## src/hdl/lcd_regs_pkg.sv

```systemverilog
// constants for the blanking status, gamma table port and power-save register block
// assumes a 125 MHz system clock and an 8-bit parallel host bus with register-index and data cycles
package lcd_regs_pkg;
  // register offsets, as set by a register-index write
  localparam logic [7:0] GAMMA_CTRL_OFS = 8'h50;
  localparam logic [7:0] GAMMA_INDEX_OFS = 8'h52;
  localparam logic [7:0] GAMMA_DATA_OFS = 8'h54;
  localparam logic [7:0] POWER_SAVE_OFS = 8'h56;
  localparam logic [7:0] BLANK_STATUS_OFS = 8'h58;
  // reset values
  localparam logic [7:0] GAMMA_CTRL_RST = 8'h00;
  localparam logic [5:0] GAMMA_INDEX_RST = 6'h00;
  localparam logic [7:0] POWER_SAVE_RST = 8'h00;
  localparam logic [2:0] SYNC_CTRL_RST = 3'h0;
  // gamma table geometry
  localparam int GAMMA_DEPTH = 64;
  localparam int GAMMA_AW = 6;
  localparam int GAMMA_OUT_W = 6;
  localparam logic [5:0] GAMMA_INDEX_STEP = 6'h01;
  // gamma control fields
  localparam int GAMMA_EN_BIT = 0;
  localparam int GAMMA_MODE_LSB = 1;
  localparam logic [1:0] MODE_ALL = 2'h0;
  localparam logic [1:0] MODE_RED = 2'h1;
  localparam logic [1:0] MODE_GREEN = 2'h2;
  localparam logic [1:0] MODE_BLUE = 2'h3;
  // power-save fields
  localparam int PS_PIN_FUNC_BIT = 7;
  localparam int PS_SLEEP_BIT = 1;
  localparam int PS_STANDBY_BIT = 0;
  // blanking status fields
  localparam int BS_VACT_BIT = 7;
  localparam int BS_HACT_BIT = 6;
  localparam int BS_ACT_BIT = 5;
  localparam int BS_SYNC_EN_BIT = 2;
  localparam int BS_SEL_LSB = 0;
  // frame-sync pin sources
  localparam logic [1:0] SYNC_SEL_RSVD = 2'h0;
  localparam logic [1:0] SYNC_SEL_HBLANK = 2'h1;
  localparam logic [1:0] SYNC_SEL_VBLANK = 2'h2;
  localparam logic [1:0] SYNC_SEL_SYNCS = 2'h3;
  // pll settling after sleep exit
  localparam longint CLK_PERIOD_PS = 8000;
  localparam longint PLL_SETTLE_MS = 10;
  localparam longint PLL_SETTLE_CYC = (PLL_SETTLE_MS * 1000000000) / CLK_PERIOD_PS;
  localparam int SETTLE_W = 21;
endpackage : lcd_regs_pkg

```

## src/hdl/lcd_blank_status_gamma_power.sv

```systemverilog
// register block: gamma table write port and lookup, power-save control, blanking status and frame-sync pin
// assumes bus strobes and timing-generator levels are synchronous to clk_sys_i
`timescale 1ns/1ps

// Overview of operation
// gamma data write stores, then index advances
// table keeps bits 7:6, output drops them
// host writes all 64 entries per load
// 5:6:5 red/blue use lower 32 entries
// status bit 7 reads vertical active
// vertical blank spans last to first pixel
// status bit 6 reads horizontal active
// horizontal blank spans line to line
// status bit 5 reads both active
// host never writes reserved bit 4
// status bit 2 enables frame-sync pin
// bits 1:0 choose frame-sync source
// blanking status fields reset to zero
// sleep stops pll; wait settle before memory
// standby stops all but pll
// bit 7 routes power-save pin
module lcd_blank_status_gamma_power #(
  parameter int unsigned SETTLE_CYCLES = 32'(lcd_regs_pkg::PLL_SETTLE_CYC) // pll settle time in clocks
) (
  input wire logic clk_sys_i, // 125 MHz system clock
  input wire logic rst_b_i, // synchronous reset, active low
  input wire logic cs_b_i, // host chip select, active low
  input wire logic rs_i, // 0 register index cycle, 1 data cycle
  input wire logic wr_b_i, // host write strobe, active low
  input wire logic rd_b_i, // host read strobe, active low
  input wire logic [7:0] data_i, // host data in
  output logic [7:0] data_o, // host read data
  output logic data_oe_o, // high while driving the data bus
  input wire logic horizontal_active_interval_i, // timing generator: pixel inside line
  input wire logic vertical_active_interval_i, // timing generator: line inside frame
  input wire logic hsync_i, // horizontal sync level
  input wire logic vsync_i, // vertical sync level
  output logic frame_sync_output_pin_o, // frame-sync pin
  input wire logic [5:0] pix_r_i, // red pixel code
  input wire logic [5:0] pix_g_i, // green pixel code
  input wire logic [5:0] pix_b_i, // blue pixel code
  input wire logic fmt_565_i, // pixels are 5:6:5
  output logic [lcd_regs_pkg::GAMMA_OUT_W-1:0] out_r_o, // corrected red
  output logic [lcd_regs_pkg::GAMMA_OUT_W-1:0] out_g_o, // corrected green
  output logic [lcd_regs_pkg::GAMMA_OUT_W-1:0] out_b_o, // corrected blue
  input wire logic power_save_input_pin_i, // external power-save request
  output logic pll_stop_o, // stop the pll
  output logic blocks_stop_o, // stop internal blocks
  output logic mem_ready_o // memory accesses allowed
);
  import lcd_regs_pkg::*;

  logic wr_b_d_reg;
  logic rd_b_d_reg;
  logic [7:0] addr_reg;
  logic [7:0] gamma_ctrl_reg;
  logic [GAMMA_AW-1:0] gamma_index_reg;
  logic [7:0] power_save_reg;
  logic [2:0] sync_ctrl_reg;
  logic [7:0] red_tab [GAMMA_DEPTH];
  logic [7:0] green_tab [GAMMA_DEPTH];
  logic [7:0] blue_tab [GAMMA_DEPTH];
  logic wr_evt;
  logic data_wr;
  logic gamma_wr;
  logic [1:0] mode;
  logic [7:0] status_byte;
  logic sleep_req;
  logic standby_req;
  logic sleep_d_reg;
  logic [SETTLE_W-1:0] settle_reg;
  logic [SETTLE_W-1:0] settle_next;
  logic sync_src;
  logic [GAMMA_AW-1:0] r_idx;
  logic [GAMMA_AW-1:0] b_idx;
  logic [7:0] read_mux;

  // a write is taken once, on the falling edge of the sampled strobe
  assign wr_evt = ~cs_b_i & wr_b_d_reg & ~wr_b_i;
  assign data_wr = wr_evt & rs_i;
  assign gamma_wr = data_wr & (addr_reg == GAMMA_DATA_OFS);
  assign mode = gamma_ctrl_reg[GAMMA_MODE_LSB +: 2];

  // strobe history for edge detection
  always_ff @(posedge clk_sys_i) begin
    if (!rst_b_i) begin
      wr_b_d_reg <= 1'b1;
      rd_b_d_reg <= 1'b1;
    end else begin
      wr_b_d_reg <= wr_b_i;
      rd_b_d_reg <= rd_b_i;
    end
  end

  // register index cycle selects the target of later data cycles
  always_ff @(posedge clk_sys_i) begin
    if (!rst_b_i) begin
      addr_reg <= 8'h00;
    end else if (wr_evt && !rs_i) begin
      addr_reg <= data_i;
    end
  end

  // plain control registers
  always_ff @(posedge clk_sys_i) begin
    if (!rst_b_i) begin
      gamma_ctrl_reg <= GAMMA_CTRL_RST;
      power_save_reg <= POWER_SAVE_RST;
      sync_ctrl_reg <= SYNC_CTRL_RST;
    end else if (data_wr) begin
      if (addr_reg == GAMMA_CTRL_OFS) begin
        gamma_ctrl_reg <= {5'h00, data_i[2:0]};
      end
      if (addr_reg == POWER_SAVE_OFS) begin
        power_save_reg <= {data_i[7], 5'h00, data_i[1:0]};
      end
      if (addr_reg == BLANK_STATUS_OFS) begin
        // status bits 7:5 are read-only; bit 4 is not stored, the host leaves it alone
        sync_ctrl_reg <= data_i[2:0];
      end
    end
  end

  // table index: loaded directly, then stepped after each table data write
  always_ff @(posedge clk_sys_i) begin
    if (!rst_b_i) begin
      gamma_index_reg <= GAMMA_INDEX_RST;
    end else if (data_wr && addr_reg == GAMMA_INDEX_OFS) begin
      gamma_index_reg <= data_i[GAMMA_AW-1:0];
    end else if (gamma_wr) begin
      gamma_index_reg <= gamma_index_reg + GAMMA_INDEX_STEP; // wraps at 64, so a full load ends at 0
    end
  end

  // table writes keep all eight bits, including the two unused top bits
  always_ff @(posedge clk_sys_i) begin
    if (gamma_wr) begin
      if (mode == MODE_ALL || mode == MODE_RED) begin
        red_tab[gamma_index_reg] <= data_i;
      end
      if (mode == MODE_ALL || mode == MODE_GREEN) begin
        green_tab[gamma_index_reg] <= data_i;
      end
      if (mode == MODE_ALL || mode == MODE_BLUE) begin
        blue_tab[gamma_index_reg] <= data_i;
      end
    end
  end

  // 5:6:5 red and blue have five bits, so only the lower half of their tables is reached
  assign r_idx = fmt_565_i ? {1'b0, pix_r_i[4:0]} : pix_r_i;
  assign b_idx = fmt_565_i ? {1'b0, pix_b_i[4:0]} : pix_b_i;

  // panel path: table lookup, or bypass with msb copied into the new lsb for 5-bit channels
  always_ff @(posedge clk_sys_i) begin
    if (!rst_b_i) begin
      out_r_o <= '0;
      out_g_o <= '0;
      out_b_o <= '0;
    end else if (gamma_ctrl_reg[GAMMA_EN_BIT]) begin
      out_r_o <= red_tab[r_idx][GAMMA_OUT_W-1:0];
      out_g_o <= green_tab[pix_g_i][GAMMA_OUT_W-1:0];
      out_b_o <= blue_tab[b_idx][GAMMA_OUT_W-1:0];
    end else begin
      out_r_o <= fmt_565_i ? {pix_r_i[4:0], pix_r_i[4]} : pix_r_i;
      out_g_o <= pix_g_i;
      out_b_o <= fmt_565_i ? {pix_b_i[4:0], pix_b_i[4]} : pix_b_i;
    end
  end

  // status reads straight from the timing levels; blank spans end-of-line/frame to first pixel
  assign status_byte = {vertical_active_interval_i,
                        horizontal_active_interval_i,
                        vertical_active_interval_i & horizontal_active_interval_i,
                        2'b00, sync_ctrl_reg};

  // read data mux; unmapped offsets read as zero
  always_comb begin
    read_mux = 8'h00;
    case (addr_reg)
      GAMMA_CTRL_OFS: read_mux = gamma_ctrl_reg;
      GAMMA_INDEX_OFS: read_mux = {2'b00, gamma_index_reg};
      GAMMA_DATA_OFS: begin
        case (mode)
          MODE_GREEN: read_mux = green_tab[gamma_index_reg];
          MODE_BLUE: read_mux = blue_tab[gamma_index_reg];
          default: read_mux = red_tab[gamma_index_reg];
        endcase
      end
      POWER_SAVE_OFS: read_mux = power_save_reg;
      BLANK_STATUS_OFS: read_mux = status_byte;
      default: read_mux = 8'h00;
    endcase
  end

  // read data is captured as the strobe falls and held until it rises
  always_ff @(posedge clk_sys_i) begin
    if (!rst_b_i) begin
      data_o <= 8'h00;
      data_oe_o <= 1'b0;
    end else begin
      if (!cs_b_i && rd_b_d_reg && !rd_b_i) begin
        data_o <= rs_i ? read_mux : addr_reg;
      end
      data_oe_o <= ~cs_b_i & ~rd_b_i;
    end
  end

  // frame-sync source; blank levels are high during the non-display periods
  always_comb begin
    case (sync_ctrl_reg[BS_SEL_LSB +: 2])
      SYNC_SEL_HBLANK: sync_src = ~horizontal_active_interval_i;
      SYNC_SEL_VBLANK: sync_src = ~vertical_active_interval_i;
      SYNC_SEL_SYNCS: sync_src = hsync_i | vsync_i;
      default: sync_src = 1'b0; // reserved code keeps the pin low
    endcase
  end

  // pin low while disabled
  always_ff @(posedge clk_sys_i) begin
    if (!rst_b_i) begin
      frame_sync_output_pin_o <= 1'b0;
    end else begin
      frame_sync_output_pin_o <= sync_ctrl_reg[BS_SYNC_EN_BIT] & sync_src;
    end
  end

  // the external pin adds to whichever mode bit 7 points it at
  assign sleep_req = power_save_reg[PS_SLEEP_BIT] |
                     (power_save_input_pin_i & ~power_save_reg[PS_PIN_FUNC_BIT]);
  assign standby_req = power_save_reg[PS_STANDBY_BIT] |
                       (power_save_input_pin_i & power_save_reg[PS_PIN_FUNC_BIT]);

  // settle counter restarts on every sleep exit; memory waits for it to run out
  always_comb begin
    settle_next = settle_reg;
    if (sleep_req) begin
      settle_next = '0;
    end else if (sleep_d_reg) begin
      settle_next = SETTLE_CYCLES[SETTLE_W-1:0];
    end else if (settle_reg != '0) begin
      settle_next = settle_reg - 1'b1;
    end
  end

  // power outputs; standby leaves the pll alone so memory comes back at once
  always_ff @(posedge clk_sys_i) begin
    if (!rst_b_i) begin
      sleep_d_reg <= 1'b0;
      settle_reg <= '0;
      pll_stop_o <= 1'b0;
      blocks_stop_o <= 1'b0;
      mem_ready_o <= 1'b0;
    end else begin
      sleep_d_reg <= sleep_req;
      settle_reg <= settle_next;
      pll_stop_o <= sleep_req;
      blocks_stop_o <= sleep_req | standby_req;
      mem_ready_o <= ~sleep_req & ~standby_req & ~sleep_d_reg & (settle_next == '0);
    end
  end
endmodule : lcd_blank_status_gamma_power

```

## config.mk

```make
export PLATFORM = sky130hd
export DESIGN_NAME = lcd_blank_status_gamma_power
export DESIGN_NICKNAME = d
export VERILOG_FILES = /design/src/hdl/lcd_regs_pkg.sv /design/src/hdl/lcd_blank_status_gamma_power.sv
export SDC_FILE = /design/constraint.sdc
export NUM_CORES = 2
export LEC_CHECK = 0
export BUFFER_PORTS_ARGS = -buffer_cell sky130_fd_sc_hd__buf_2
export CAP_MARGIN = 10
export CORE_MARGIN = 5
export CORE_UTILIZATION = 45
export CTS_BUF_LIST = sky130_fd_sc_hd__clkbuf_16
export DETAILED_ROUTE_END_ITERATION = 10
export SYNTH_ARGS = -nofsm -noshare
export SYNTH_HDL_FRONTEND = slang
export SYNTH_SLANG_ARGS = --single-unit
```

## constraint.sdc

```tcl
create_clock -name clk_sys_i -period 2.8 [get_ports clk_sys_i]
set_clock_uncertainty 0.15 [all_clocks]
set_input_delay 0.28 -clock clk_sys_i [delete_from_list [all_inputs] [get_ports clk_sys_i]]
set_output_delay 0.28 -clock clk_sys_i [all_outputs]
set_load 0.01 [all_outputs]
```

==> flow_summary.yaml <==
worst_setup_path:
  worstPathArrival_ps: 3470
  crit_slowest_cell: "mux4_2"
  worstSetupStartpointType: "register"
  cp_top_family: "multiplexers"
  endpoint_kind: "register"
  critPathKind: "reg -> reg"
  crit_required_ps: 3340
  crit_fanout: 8
  max_stage_delay_ps: 520
  cp_cell_sequence: "buf_6 > buf_12 > mux4_2 > mux4_2 > nand4_1 > nand4_1 > buf_4 > nor4_4 > a21oi_1"
  critPathBufInv: 3
synth:
  ys_top_cells_by_area: "edfxtp_1, mux4_2, dfxtp_1, mux2i_1, nor2_1"
  ys_warn_count: 0
  synth_top_flop_cell: "edfxtp_1"
  synth-adder-area-share_pct: 0.104
  syn_inst: 3860
  synth_edf_count: 1536
  ys_ff_latch: 1619
  yosysTopAreaCellShare_pct: 63.7
  synth_most_common_cell: "edfxtp_1"
  synth_compound_area_share_pct: 3.61
  synth_top_family_by_area: "multiplexers"
  yosys.area_share.xor_xnor_pct: 0.157
  yosysSeqAreaShare_pct: 66.0
  synth.avg_cell_area_um2: 18.7
  ys_top_cells_by_count: "edfxtp_1, mux4_2, nor2_1, nand2_1, clkbuf_1"
  synth-async-reset-ratio_pct: 0
  synth.cell_area_um2: 72400
  synth_nets: 3904
  yosysUniqueCellTypes: 71
  synthMuxAreaShare_pct: 24.0
  synth_top_area_cell: "edfxtp_1"
  synthSimpleGateAreaFrac_pct: 4.26
global_route:
  grt_usage_pct: 28.7
  met3_usage_pct: 7.13
  gr-total-overflow: 0
  grtUsageMet2_pct: 44.9
  first_global_vias: 43900
  grt_util_met1_pct: 39.4
  antenna_found_initial: 4
  grt_first_pass_wirelength_mm: 340
  grt_max_degree: 108
  top_usage_layer: "met2"
finish:
  top_regs: "blue_tab (512), green_tab (512), red_tab (512)"
  regArea_um2: 47800
  area_delta_synth_final_pct: 21.6
  finalNetCount: 4609
  multi_input_area_um2: 23900
  nFillCells: 12300
  drive_gt1_share_pct: 39.6
outcome:
  violations: "negative setup slack"
  status: "finished, violations left"
route:
  drtPass1Iterations: 7
  antenna_left: 0
  wirelength_mm: 243
  vias: 44600
  drc: 0
  drt_iter0_drc: 5933
  routed_via_density: 6.49
  wl_per_cell_um: 35.4
sta:
  min_period_ps: 2930
  tightest_slew_ps: 851
  fin_hold_ws_ps: 81.1
  finalCritPeriodShare_pct: 105
  rsz0062_at_grt: "true"
  relSlewSlack_pct: 42.7
  max_freq_mhz: 342
  finalSetupViolCount: 8
  slew_violations: 0
  fin_ws_ps: -127
  finalHoldViolCount: 0
placed_design:
  pre_cts_slack_ps: -963
  gp_congestion: 0.951
  port-buffer-count: 68
  hpwl_mm: 170
power_and_ir_drop:
  pwr_density_cell_nw_per_um2: 588
  ir_worst_vdd_mv: 0.654
  leakage_nw: 28.3
clocking:
  clock_latency_ps: 810
  cts_max_level: 4
  cts-root-buf: "clkbuf_16"
  cts_tree: "yes"
  clk_path_buf_depth: 3
  cts_made_buffers: 171
  cts_num_sinks: 1619
  clkTransAtPathRegs_ps: 60
run:
  cap_violations: 0
die:
  die_w_um: 411
  row_count: 147
  dieArea_um2: 169000
  die_y_um: 411
  initial_core_util_pct: 45.2
  io_pins: 69
  core_um2: 160000
hold_path:
  worstHoldPathType: "in -> reg"
==> per-stage QoR <==
stage	util, %	power (mW)	std cells	setup TNS (ps)	instance area, um2
6_report	54.9	51.7	6870	-589	88000
2_1_floorplan	-	28.6	3860	-65970	72400
4_1_cts	54.5	51.9	6836	-168	87400
3_5_place_dp	50.6	30.0	6472	-2710	81000
5_1_grt	54.9	53.2	6863	-849	88000
3_3_place_gp	50.6	30.0	6470	-3200	81000
==> area by class of cell <==
class                      count  share of cell area, %
clock buffer                 174                   4.95
antenna                        7                 0.0199
sequential                  1619                   54.3
inverter                      24                  0.102
clock inverter               137                   1.18
tap                         2160                   3.07
multi-input combinational   1937                   27.1
timing repair buffer         812                   9.21
==> path summary, 6_finish.rpt <==
| kind | from | slack, ps | cells after the start | endpoint |
|---|---|---|---|---|
| worst min register to register | addr_reg[6] | 330 | 2 | addr_reg[6] |
| worst min-delay path | fmt_565_i | 80 | 3 | out_b_o[4] |
| worst max register to register | register | -130 | 9 | data_o[3] |
| worst max-delay path | register | -130 | 9 | data_o[3] |
==> cells in the final DEF, fill, tap and decap left out, types with 16 or more instances in the layout <==
cell type and instances:
a211oi_1 19, a21oi_1 52, a221oi_1 16, a22oi_1 43
a31oi_1 28, buf_12 138, buf_2 55, buf_4 551
buf_6 22, clkbuf_16 177, clkinv_1 35, clkinv_2 38
dfxtp_1 78, dlygate4sd3_1 30, edfxtp_1 1536, inv_1 54
mux2i_1 121, mux4_2 708, nand2_1 196, nand3_1 38
nor2_1 269, nor3_1 39, o21ai_0 38, o22ai_1 39
==> repair_timing <==
item,4_1_cts,5_1_grt
buffers inserted,28,25
pin swaps,24,27
hold buffers,30,0
hold endpoints to repair,726,0
resized for setup,89,70
setup endpoints to repair,11,249
cloned,1,3
==> where the power goes <==
part | internal, mW | total, mW | switching [mW] | leakage (nW)
sequential | 26.5 | 26.6 | 0.0752 | 14.5
clock | 12.3 | 22.0 | 9.69 | 2.79
combinational | 1.35 | 3.06 | 1.71 | 11.0
==> cell families after synthesis <==
| logic type | Yosys count |
|---|---|
| DFF | 1619 |
| muxes | 850 |
| and+or+nand+nor | 689 |
| AOI/OAI and AO/OA | 379 |
| buffers and inverters | 304 |
| xor gates and xnor gates | 13 |
| adders and majority gates | 6 |
==> worst register-to-register path, cell delays in order (launching register included) <==
cell	delay (ps)
dfxtp_4	440
buf_6	170
buf_12	160
mux4_2	530
mux4_2	520
nand4_1	120
nand4_1	170
buf_4	200
nor4_4	250
a21oi_1	100
==> layer usage <==
layer	share of wire, %	vias to the layer above
li1	-	17700
met1	38	23600
met2	47	2791
met3	11	479
met4	4.3	0
met5	0	-
(Power assumes the default switching activity.)
